## config.mk

```make
export PLATFORM = sky130hd
export DESIGN_NAME = port_upper_pin_function_mux
export DESIGN_NICKNAME = d
export VERILOG_FILES = /design/src/hdl/port_upper_pkg.sv /design/src/hdl/port_upper_pin_function_mux.sv
export SDC_FILE = /design/constraint.sdc
export NUM_CORES = 1
export LEC_CHECK = 0
export BUFFER_PORTS_ARGS = -buffer_cell sky130_fd_sc_hd__buf_2
export CAP_MARGIN = 20
export CORE_MARGIN = 2
export CORE_UTILIZATION = 51
export CTS_CLUSTER_DIAMETER = 60
export DETAILED_ROUTE_END_ITERATION = 8
export PLACE_DENSITY = 0.83
export SLEW_MARGIN = 20
export SYNTH_ARGS = -nofsm -noshare
export SYNTH_HDL_FRONTEND = slang
export SYNTH_SLANG_ARGS = --single-unit
```

## constraint.sdc

```tcl
create_clock -name hclk -period 2.4 [get_ports hclk]
set_input_delay 0 -clock hclk [delete_from_list [all_inputs] [get_ports hclk]]
set_output_delay 0 -clock hclk [all_outputs]
set_load 0.03 [all_outputs]
```

## src/hdl/port_upper_pkg.sv

```systemverilog
// constants and register map of the upper port pin function mux
package port_upper_pkg;
	// register byte offsets
	localparam logic [7:0] OFF_PIN   = 8'h00;
	localparam logic [7:0] OFF_LAT   = 8'h04;
	localparam logic [7:0] OFF_DIR   = 8'h08;
	localparam logic [7:0] OFF_ICM   = 8'h0c;
	localparam logic [7:0] OFF_IEP   = 8'h10;
	localparam logic [7:0] OFF_ANS   = 8'h14;
	localparam logic [7:0] OFF_FSEL  = 8'h18;
	// field positions
	localparam int B_FLAG   = 0;
	localparam int B_ENA    = 3;
	localparam int B_PRIO   = 0;
	localparam int B_PUDN   = 7;
	localparam int B_AN9    = 1;
	localparam int F_ECCP   = 0;
	localparam int F_PWMA   = 1;
	localparam int F_CAPTURE_UNIT_FIVE   = 2;
	localparam int F_SER    = 3;
	localparam int F_SYNC   = 4;
	localparam int F_T0SEL  = 5;
	localparam int F_T3SEL  = 6;
	localparam int F_CANSEL = 7;
	// reset values
	localparam logic [7:0] RST_LAT  = 8'h00;
	localparam logic [7:0] RST_DIR  = 8'hff;
	localparam logic [7:0] RST_ICM  = 8'h00;
	localparam logic [7:0] RST_IEP  = 8'h80;
	localparam logic [7:0] RST_ANS  = 8'h02;
	localparam logic [7:0] RST_FSEL = 8'he0;
	// package variants
	localparam int PKG_28 = 28;
	localparam int PKG_64 = 64;
	// bus states
	typedef enum logic [0:0] {BUS_IDLE = 1'b0, BUS_RD = 1'b1} bus_st_t;
endpackage : port_upper_pkg

```

## src/hdl/port_upper_pin_function_mux.sv

```systemverilog
// upper port pins 4 to 7 with function mux and ahb-lite registers
`timescale 1ns/100ps
module port_upper_pin_function_mux
	import port_upper_pkg::*;
#(
	parameter int PKG_PINS = PKG_28
) (
	// clock and reset
	input  wire  logic        hclk,
	input  wire  logic        hresetn,
	// ahb-lite slave
	input  wire  logic        hsel,
	input  wire  logic [31:0] haddr,
	input  wire  logic [1:0]  htrans,
	input  wire  logic        hwrite,
	input  wire  logic [2:0]  hsize,
	input  wire  logic [31:0] hwdata,
	input  wire  logic        hready,
	output logic [31:0]       hrdata,
	output logic              hreadyout,
	output logic              hresp,
	// pins, bit 0 is pin 4
	input  wire  logic [3:0]  pin_in,
	output logic [3:0]        pin_out,
	output logic [3:0]        pin_oe,
	output logic [3:0]        pullup_en,
	// peripheral outputs toward pins
	input  wire  logic        eccp_out,
	input  wire  logic        pwm_a_out,
	input  wire  logic        pwm_a_tristate,
	input  wire  logic        capture_unit_five_out,
	input  wire  logic        charge_pulse_en,
	input  wire  logic        charge_pulse_out,
	input  wire  logic        serial2_transmit,
	input  wire  logic        serial2_clock_out,
	input  wire  logic        serial2_data_oe,
	input  wire  logic        serial2_data_out,
	input  wire  logic        prog_mode,
	input  wire  logic        prog_data_oe,
	input  wire  logic        prog_data_out,
	// pin values and select levels toward peripherals
	output logic              eccp_capture,
	output logic              capture_unit_five_capture,
	output logic              serial2_clock,
	output logic              serial2_receive,
	output logic              serial2_sync_data,
	output logic              timer_zero_clock_in,
	output logic              timer_three_clock_in,
	output logic              timer_three_gate,
	output logic              prog_clock,
	output logic              prog_data_in,
	output logic              analog_channel_nine,
	output logic              comparator2_input_a,
	output logic              can_pin_select,
	// interrupt request toward the core
	output logic              port_change_irq,
	output logic              port_change_priority
);

	// IS28 true on the small package only, IS64 on the large one
	localparam logic IS28 = (PKG_PINS == PKG_28);
	localparam logic IS64 = (PKG_PINS == PKG_64);

	// software registers
	logic [7:0] lat_r;   // output latch
	logic [7:0] dir_r;   // direction, 1 = input
	logic [7:0] icm_r;   // main interrupt control
	logic [7:0] iep_r;   // edge and priority control
	logic [7:0] ans_r;   // analog select, high bank
	logic [7:0] fsel_r;  // function select
	// bus tracking
	bus_st_t    st_r;    // read wait state
	logic       wr_r;    // write data phase pending
	logic [7:0] adr_r;   // latched byte offset
	logic       inr_r;   // address inside our page
	// pin path
	logic [3:0] meta_r;  // first sync stage
	logic [3:0] sync_r;  // second sync stage
	logic [3:0] old_r;   // value at last port access
	// decoded
	logic       take;
	logic       wr_go;
	logic       rd_go;
	logic       pin_acc;
	logic       an9;
	logic       eccp_act;
	logic       pwma_act;
	logic       ser_act;
	logic       sync_md;
	logic [3:0] pin_rd;
	logic [3:0] mism;
	logic [7:0] rd_val;
	logic [3:0] out_nxt;
	logic [3:0] oe_nxt;

	// a transfer is taken only when the bus is ready
	assign take    = hsel & htrans[1] & hready;
	assign wr_go   = wr_r & inr_r;
	assign rd_go   = (st_r == BUS_RD) & inr_r;
	// any read or write of the pin register ends a mismatch
	assign pin_acc = (wr_go | rd_go) & (adr_r == OFF_PIN);
	assign an9     = ans_r[B_AN9];
	// peripherals that only bond out on the small package
	assign eccp_act = fsel_r[F_ECCP] & IS28;
	assign pwma_act = fsel_r[F_PWMA] & IS28;
	assign ser_act  = fsel_r[F_SER] & IS28;
	assign sync_md  = fsel_r[F_SYNC];
	// analog pin reads zero on its digital path
	assign pin_rd   = sync_r & {3'h7, ~an9};
	// only input pins compare against the old value
	assign mism = (pin_rd ^ old_r) & dir_r[7:4];

	// two-stage synchroniser on the pins
	always_ff @(posedge hclk or negedge hresetn) begin
		if (!hresetn) begin
			meta_r <= 4'h0;
			sync_r <= 4'h0;
		end else begin
			meta_r <= pin_in;
			sync_r <= meta_r;
		end
	end

	// bus phases; reads take one wait so a prior write lands first
	always_ff @(posedge hclk or negedge hresetn) begin
		if (!hresetn) begin
			st_r      <= BUS_IDLE;
			wr_r      <= 1'b0;
			adr_r     <= 8'h00;
			inr_r     <= 1'b0;
			hreadyout <= 1'b1;
			hresp     <= 1'b0;
		end else begin
			hresp <= 1'b0; // always okay
			wr_r  <= take & hwrite;
			if (take) begin
				adr_r <= haddr[7:0];
				inr_r <= (haddr[31:8] == 24'h000000);
			end
			unique case (st_r)
				BUS_IDLE: begin
					// read seen: stall one cycle
					if (take && !hwrite) begin
						st_r      <= BUS_RD;
						hreadyout <= 1'b0;
					end
				end
				BUS_RD: begin
					st_r      <= BUS_IDLE;
					hreadyout <= 1'b1;
				end
			endcase
		end
	end

	// read data mux; unmapped offsets read zero
	always_comb begin
		rd_val = 8'h00;
		unique case (adr_r)
			OFF_PIN:  rd_val = {pin_rd, 4'h0};
			OFF_LAT:  rd_val = lat_r;
			OFF_DIR:  rd_val = dir_r;
			OFF_ICM:  rd_val = icm_r;
			OFF_IEP:  rd_val = iep_r;
			OFF_ANS:  rd_val = ans_r;
			OFF_FSEL: rd_val = fsel_r;
			default:  rd_val = 8'h00;
		endcase
	end

	// read data is loaded at the end of the wait cycle
	always_ff @(posedge hclk or negedge hresetn) begin
		if (!hresetn) begin
			hrdata <= 32'h00000000;
		end else if (st_r == BUS_RD) begin
			hrdata <= inr_r ? {24'h000000, rd_val} : 32'h00000000;
		end
	end

	// latch and direction; a pin register write lands in the latch
	always_ff @(posedge hclk or negedge hresetn) begin
		if (!hresetn) begin
			lat_r <= RST_LAT;
			dir_r <= RST_DIR;
		end else if (wr_go) begin
			if (adr_r == OFF_PIN || adr_r == OFF_LAT) begin
				lat_r <= hwdata[7:0];
			end
			if (adr_r == OFF_DIR) begin
				dir_r <= hwdata[7:0];
			end
		end
	end

	// configuration registers
	always_ff @(posedge hclk or negedge hresetn) begin
		if (!hresetn) begin
			iep_r  <= RST_IEP;
			ans_r  <= RST_ANS;
			fsel_r <= RST_FSEL;
		end else if (wr_go) begin
			if (adr_r == OFF_IEP) begin
				iep_r <= hwdata[7:0];
			end
			if (adr_r == OFF_ANS) begin
				ans_r <= hwdata[7:0];
			end
			if (adr_r == OFF_FSEL) begin
				fsel_r <= hwdata[7:0];
			end
		end
	end

	// old value snapshot on every port access
	always_ff @(posedge hclk or negedge hresetn) begin
		if (!hresetn) begin
			old_r <= 4'h0;
		end else if (pin_acc) begin
			old_r <= pin_rd;
		end
	end

	// main interrupt control; a live mismatch beats a clear
	always_ff @(posedge hclk or negedge hresetn) begin
		if (!hresetn) begin
			icm_r <= RST_ICM;
		end else begin
			if (wr_go && adr_r == OFF_ICM) begin
				icm_r <= hwdata[7:0];
			end
			if (|mism) begin
				icm_r[B_FLAG] <= 1'b1;
			end
		end
	end

	// interrupt request to the core
	always_ff @(posedge hclk or negedge hresetn) begin
		if (!hresetn) begin
			port_change_irq      <= 1'b0;
			port_change_priority <= 1'b0;
		end else begin
			port_change_irq      <= icm_r[B_FLAG] & icm_r[B_ENA];
			port_change_priority <= iep_r[B_PRIO];
		end
	end

	// pin drive mux: latch by default, peripherals override
	always_comb begin
		out_nxt = lat_r[7:4];
		oe_nxt  = ~dir_r[7:4];
		// pin 4
		if (charge_pulse_en) begin
			out_nxt[0] = charge_pulse_out;
			oe_nxt[0]  = 1'b1;
		end else if (an9) begin
			oe_nxt[0] = 1'b0;
		end else if (pwma_act) begin
			out_nxt[0] = pwm_a_out;
			oe_nxt[0]  = ~dir_r[4] & ~pwm_a_tristate;
		end else if (eccp_act) begin
			out_nxt[0] = eccp_out;
		end
		// pin 5
		if (fsel_r[F_CAPTURE_UNIT_FIVE]) begin
			out_nxt[1] = capture_unit_five_out;
		end
		// pin 6
		if (prog_mode) begin
			oe_nxt[2] = 1'b0;
		end else if (ser_act && !sync_md) begin
			out_nxt[2] = serial2_transmit;
		end else if (ser_act) begin
			out_nxt[2] = serial2_clock_out;
		end
		// pin 7
		if (prog_mode) begin
			out_nxt[3] = prog_data_out;
			oe_nxt[3]  = prog_data_oe;
		end else if (ser_act && sync_md) begin
			out_nxt[3] = serial2_data_out;
			oe_nxt[3]  = serial2_data_oe;
		end
	end

	// registered pin drive; pull-ups only on undriven inputs
	always_ff @(posedge hclk or negedge hresetn) begin
		if (!hresetn) begin
			pin_out   <= 4'h0;
			pin_oe    <= 4'h0;
			pullup_en <= 4'h0;
		end else begin
			pin_out   <= out_nxt;
			pin_oe    <= oe_nxt;
			pullup_en <= {4{~iep_r[B_PUDN]}} & dir_r[7:4]
				& ~oe_nxt;
		end
	end

	// pin values handed to the peripherals
	always_ff @(posedge hclk or negedge hresetn) begin
		if (!hresetn) begin
			eccp_capture      <= 1'b0;
			capture_unit_five_capture      <= 1'b0;
			serial2_clock     <= 1'b0;
			serial2_receive   <= 1'b1;
			serial2_sync_data <= 1'b0;
		end else begin
			eccp_capture  <= pin_rd[0] & eccp_act & dir_r[4];
			capture_unit_five_capture  <= sync_r[1] & fsel_r[F_CAPTURE_UNIT_FIVE]
				& dir_r[5];
			serial2_clock <= sync_r[2] & ser_act & sync_md
				& dir_r[6] & ~prog_mode;
			// idle high so a blocked line never looks like a start bit
			serial2_receive <= (ser_act && !sync_md && dir_r[7])
				? sync_r[3] : 1'b1;
			serial2_sync_data <= sync_r[3] & ser_act & sync_md
				& ~serial2_data_oe;
		end
	end

	// timers, programming port, analog and pin select levels
	always_ff @(posedge hclk or negedge hresetn) begin
		if (!hresetn) begin
			timer_zero_clock_in  <= 1'b0;
			timer_three_clock_in <= 1'b0;
			timer_three_gate     <= 1'b0;
			prog_clock           <= 1'b0;
			prog_data_in         <= 1'b0;
			analog_channel_nine  <= 1'b0;
			comparator2_input_a  <= 1'b0;
			can_pin_select       <= 1'b0;
		end else begin
			timer_zero_clock_in  <= sync_r[1]
				& fsel_r[F_T0SEL];
			timer_three_clock_in <= sync_r[1]
				& (~IS64 | ~fsel_r[F_T3SEL]);
			timer_three_gate     <= sync_r[3];
			prog_clock           <= sync_r[2] & prog_mode;
			prog_data_in         <= sync_r[3] & prog_mode;
			analog_channel_nine  <= an9;
			comparator2_input_a  <= an9 & IS28;
			can_pin_select       <= fsel_r[F_CANSEL];
		end
	end
endmodule : port_upper_pin_function_mux

```

==> results of run 1 <==
[sequential cells by signal, summed over array words and instances (netlist names), 4 cells and up]
| register | count |
|---|---|
| pullup_en | 4 |
| hrdata | 8 |
| fsel_r | 8 |
| iep_r | 8 |
| pin_out | 4 |
| icm_r | 8 |
| meta_r | 4 |
| adr_r | 8 |
| sync_r | 4 |
| pin_oe | 4 |
| ans_r | 8 |
| lat_r | 8 |
| old_r | 4 |
| dir_r | 8 |
[Yosys cell counts (all sizes together) (5+ instances only)]
| library cell | number | share of area, % |
|---|---|---|
| a221oi | 5 | 0.94 |
| and2 | 6 | 0.81 |
| buf | 35 | 5.2 |
| dfrtp | 91 | 49 |
| dfstp | 15 | 8.5 |
| inv | 9 | 0.72 |
| mux2 | 65 | 16 |
| mux2i | 8 | 1.7 |
| nand2 | 18 | 1.9 |
| nand3b | 5 | 0.81 |
| nor2 | 10 | 0.86 |
| nor2b | 7 | 0.94 |
| nor4 | 7 | 1.3 |
[logic make-up after synthesis]
family          count (synthesis)
compound gates                 41
xor+xnor                        4
buf+inv                        48
flops                         106
mux                            74
other cells                     1
simple gates                   78
[final timing paths]
kind                                      from         to  slack, ps  cells after the start
max in group asynchronous              hresetn   ans_r[1]       1480                      3
min in group asynchronous              hresetn  sync_r[2]        150                      2
worst max-delay path                 haddr[26]      inr_r        270                      7
worst min register to register       meta_r[2]  sync_r[2]        340                      0
worst max register to register        adr_r[5]   dir_r[5]        410                      3
worst min-delay path            pwm_a_tristate  pin_oe[0]         70                      3
[worst max-delay path, cell delays in order]
cell and delay [ps]:
dlygate4sd3_1 540, buf_2 120, nor4_1 270, dlygate4sd3_1 600
nand4_1 70, dlygate4sd3_1 570, o31ai_1 230
[layout make-up]
type | instances | area [µm²]
Tap cell | 108 | 135
Sequential cell | 106 | 2670
Inverter | 9 | 33.8
Fill cell | 664 | 3020
Clock buffer | 9 | 124
Timing Repair Buffer | 147 | 978
Multi-Input combinational cell | 222 | 1790
Clock inverter | 7 | 58.8
[cell usage in the layout (no fill, tap or decap), types with 3 or more instances in the layout]
master | Yosys | final
a32oi_1 | 3 | 3
xor2_1 | 4 | 4
mux2i_1 | 8 | 8
o21ai_0 | 4 | 4
dlygate4sd3_1 | 0 | 42
nand2_4 | 3 | 3
mux2_2 | 41 | 41
and2_1 | 6 | 6
buf_4 | 27 | 7
inv_6 | 0 | 3
nor3b_1 | 4 | 4
buf_2 | 6 | 97
nand3b_1 | 5 | 5
nor2b_1 | 7 | 7
a221oi_1 | 5 | 5
dfrtp_1 | 91 | 91
mux2_1 | 24 | 24
o32ai_1 | 4 | 4
nor2_1 | 9 | 9
nand3_1 | 4 | 4
conb_1 | 1 | 25
inv_1 | 9 | 9
dfstp_2 | 15 | 15
nor4_1 | 6 | 6
nand2b_1 | 3 | 3
clkbuf_8 | 0 | 9
a22oi_1 | 4 | 4
nand2_1 | 15 | 15
o211a_1 | 4 | 4
o22ai_1 | 3 | 3
[per-layer routing]
metal	routed length (µm)	vias up	part of all wire [%]	track usage (%)
met5	0	-	0	0
met4	279	0	2.6	9.27
met3	722	24	6.8	5.41
met2	5320	158	50	36.7
met1	4270	1654	40	27.5
li1	-	1508	-	-
[repair_timing]
| item | 4_1_cts | 5_1_grt |
|---|---|---|
| endpoints found under the setup margin | 0 | 1 |
| hold buffers | 40 | 3 |
| hold endpoints to repair | 121 | 1 |
| resized for setup | 0 | 0 |
[power by group]
group / internal [mW] / switching [mW] / total (mW)
combinational: 0.283 / 0.367 / 0.650
clock: 0.396 / 0.643 / 1.04
sequential: 1.89 / 0.0933 / 1.98
==> results.yml, run 1 <==
layout:
  diodes: 0
  drive_above_1_share_pct: 37.6
  stdcell_count: 608
  utilization_pct: 65.8
  area_delta_synth_final_pct: 24.3
  finalNetCount: 586
  postLayoutCellArea_mm2: 0.00579
drt:
  detail_route.first_pass.iterations: 4
  drt_iter0_markers: 150
  viasPerCell: 5.50
  num_vias: 3344
  wl_per_cell_um: 17.4
  ant_nets: 0
  drc: 0
  drt-total-wl_um: 10600
yosys:
  ys_seq_area_share_pct: 57.3
  synth_cell_types: 52
  ys_seq_elements: 106
  synthCells: 352
  synth_enable_flop_cells: 0
  synthSimpleGateAreaFrac_pct: 10.7
  synth_ff_type: "dfrtp_1"
  synthMuxAreaShare_pct: 17.9
  yosys_warnings: 0
  synth-xor-area-share_pct: 0.752
  syn_area_per_cell_um2: 13.2
  async_reset_ff_share_pct: 100
  syn-cell-area_mm2: 0.00466
  synth_compound_area_share_pct: 6.98
  synth_fa_ha_area_share_pct: 0
  synth_top_family_by_area: "multiplexers"
timing:
  timing.fmax_mhz: 470
  fin_skew_ps: 18.5
  hold_viol: 0
  layout_min_cycle_time_ps: 2130
  slew_viol_final: 0
  tightest_slew_ps: 662
  layout_setup_ws_ps: 275
  maxSlewHeadroom_pct: 55.7
  setup_viol: 0
  fin_tns_setup_ps: 0
  timing.hold.ws_ps: 67.7
  rsz0062_at_grt: "false"
  fin_crit_sh_pct: 88.6
worst_setup_path:
  cp_max_fo: 1
  end_kind: "flop"
  critical_path_class: "primary input to flop"
  cp_data_required_time_ps: 2670
  start_kind: "primary input"
  arrival_ps: 2400
pwr:
  leakage_nw: 2.75
  ir_worst_vdd_uv: 300
  finalPower_mw: 3.67
  p_per_area_mw_per_mm2: 634
worst_hold_path:
  worstHoldPathType: "primary input to flop"
clocking:
  clockBufferDepth: 2
  clock_sinks: 106
  cts_tree: "yes"
  path_clk_slew_ps: 110
  clock_latency_ps: 370
  htree_levels: 3
  cts_root_buf: "clkbuf_8"
  post-cts-setup-buffer-count: 0
  numCtsBuffers: 9
place:
  port_buffers: 98
  dp_hpwl_um: 7030
  placed_area_mm2: 0.00519
  pre_cts_ws_ps: 460
  dp_cells: 550
  finalWeightedCongestion: 0.847
floorplan:
  die-area_mm2: 0.00992
  core_mm2: 0.00881
  num_io_pins: 152
  die_y_um: 99.6
  row_count: 34
  die_w_um: 99.6
  start_util_pct: 52.9
global_route:
  grt_pass1_wl_um: 16900
  grt_use_total_pct: 22.0
  antenna_found_initial: 0
  grt_max_degree: 62
  overflow: 0
  grt_pass1_vias: 3422
flow_run:
  max_cap_viol_count: 0
run_status:
  status: "finished, final reports clean"
(Power assumes the default switching activity.)
==> run 2: changes to the inputs <==
--- a/config.mk
+++ b/config.mk
@@ -7,12 +7,15 @@
 export LEC_CHECK = 0
 export BUFFER_PORTS_ARGS = -buffer_cell sky130_fd_sc_hd__buf_2
 export CAP_MARGIN = 20
+export CORE_ASPECT_RATIO = 0.75
 export CORE_MARGIN = 2
 export CORE_UTILIZATION = 51
 export CTS_CLUSTER_DIAMETER = 60
 export DETAILED_ROUTE_END_ITERATION = 8
 export PLACE_DENSITY = 0.83
+export RECOVER_POWER = 25
 export SLEW_MARGIN = 20
 export SYNTH_ARGS = -nofsm -noshare
 export SYNTH_HDL_FRONTEND = slang
 export SYNTH_SLANG_ARGS = --single-unit
+export TNS_END_PERCENT = 20
==> run 2 against run 1 <==
The run now ends with capacitance limit, slew limit left; count of clock-buffer cells in the layout grew 3; global-route usage grew 1.8 points; cell area grew 1.8%; power grew 13%; highest routed layer unchanged; combinational power shrank 2%; sequential share of layout area shrank 0.83 points; wire length grew 6.6%; non-clock buffer count grew 2; cell count grew 0.99%.
==> results.yml, run 2 (synthesis gave the netlist of run 1 again) <==
run_status:
  status: "finished with violations"
  violations: "capacitance limit, slew limit"
global_route:
  grt_pass1_wl_um: 17800
  grt_max_degree: 63
  overflow: 0
  antenna_found_initial: 0
  grt_pass1_vias: 3476
  grt_use_total_pct: 23.8
pwr:
  p_per_area_mw_per_mm2: 701
  power.share.switching_pct: 26.6
  p_int_mw: 3.03
  finalPower_mw: 4.13
  p_switching_mw: 1.10
  clockPowerShare_pct: 36.1
  leakage_nw: 2.73
  power_frac_seq_pct: 48.4
  ir_worst_vdd_uv: 544
  pwr-share-comb_pct: 15.5
clocking:
  post-cts-setup-buffer-count: 0
  htree_levels: 3
  path_clk_slew_ps: 70
  cts_root_buf: "clkbuf_16"
  clock_sinks: 106
  cts_resized: 0
  clock_latency_ps: 350
  cts_tree: "yes"
  clockBufferDepth: 2
  holdBufCountCts: 40
  numCtsBuffers: 9
timing:
  hold_viol: 0
  tightest_slew_ps: 1570
  rsz0062_at_grt: "false"
  fin_tns_setup_ps: 0
  slew_viol_final: 62
  timing.hold.ws_ps: 27.5
  setup_viol: 0
  fin_crit_sh_pct: 89.7
  maxSlewHeadroom_pct: -4.80
  layout_min_cycle_time_ps: 2150
  timing.fmax_mhz: 465
  fin_skew_ps: 10.6
worst_setup_path:
  cp_top_family: "buffers and inverters"
  arrival_ps: 2410
  cp_slowest_cell: "dlygate4sd3_1"
  end_kind: "flop"
  start_kind: "primary input"
  cp_data_required_time_ps: 2660
  crit_buf_inv: 4
  path_common_cell: "dlygate4sd3_1"
  critical_path_class: "primary input to flop"
  cp_max_fo: 1
  cp_cell_sequence: "dlygate4sd3_1, buf_2, nor4_1, dlygate4sd3_1, nand4_1, dlygate4sd3_1, o31ai_1"
  max_stage_delay_ps: 600
drt:
  drc: 0
  viasPerCell: 5.48
  ant_nets: 0
  drt_iter0_markers: 224
  num_vias: 3365
  wl_per_cell_um: 18.4
  drt-total-wl_um: 11300
  detail_route.first_pass.iterations: 4
layout:
  area_delta_synth_final_pct: 26.6
  finalNetCount: 588
  drive_above_1_share_pct: 32.1
  fill_cells: 669
  final_cell_mix: "dfrtp_1, buf_2, mux2_2"
  final_common_cell: "dfrtp_1"
  stdcell_count: 614
  diodes: 0
floorplan:
  die_w_um: 114
  start_util_pct: 51.9
  core_mm2: 0.00897
  die-area_mm2: 0.00993
  num_io_pins: 152
  die_y_um: 86.8
  row_count: 30
place:
  port_buffers: 98
  dp_hpwl_um: 7140
  finalWeightedCongestion: 0.823
  dp_cells: 558
worst_hold_path:
  worstHoldPathType: "primary input to flop"
flow_run:
  max_cap_viol_count: 1
run 2: cell count changes in the layout (fill, tap and decap cells not counted), sizes merged:
| cell | previous run | this run |
|---|---|---|
| inv | 13 | 9 |
| clkinv | 2 | 1 |
| dlygate4sd3 | 42 | 40 |
| buf | 105 | 84 |
| bufinv | 0 | 1 |
| clkbuf | 9 | 37 |
| clkinvlp | 1 | 2 |
run 2: final timing paths:
check,slack (ps),from,cells after the start,end
min reg2reg,350,meta_r[2],0,sync_r[2]
max reg2reg,450,adr_r[5],4,old_r[3]
max,250,haddr[21],7,inr_r
max in group asynchronous,810,hresetn,3,dir_r[2]
min in group asynchronous,580,hresetn,2,pin_oe[0]
min,30,serial2_clock_out,3,pin_out[2]
run 2: cell type report:
type                       instances  area [µm²]  area share [%]
sequential                       106        2670            45.3
multi-input combinational        222        1790            30.3
timing repair buffer             149         956            16.2
clock buffer                      12         256            4.35
tap                              112         140            2.38
clock inverter                     4        50.0           0.849
inverter                           9        33.8           0.573
run 2: stage by stage:
step	util (%)	setup slack [ps]	cell area, µm²
floorplan	-	726	4750
finish	65.7	248	5900
detailed placement	58.2	465	5220
global route	65.7	186	5900
CTS	66.1	360	5930
global placement	58.2	545	5220
run 2: tightest hold or removal path: stages:
cell,delay (ps)
buf_2,80
mux2i_1,60
o21ai_0,190
run 2: routing by layer:
| layer | vias to the layer above | track usage, % | share of wire (%) |
|---|---|---|---|
| met5 | - | 0 | 0 |
| met3 | 19 | 5.59 | 4.6 |
| met2 | 118 | 39.8 | 50 |
| li1 | 1518 | - | - |
| met1 | 1710 | 31.5 | 44 |
| met4 | 0 | 6.87 | 1.8 |
run 2: power groups by stage:
stage	sequential [mW]	clock, mW	combinational [mW]
final	2.00	1.49	0.640
after global routing	2.01	1.58	0.690
after CTS	2.00	1.51	0.642
after detailed placement	2.03	0	0.586
after global placement	2.02	0	0.571
after floorplan	2.03	0	0.385
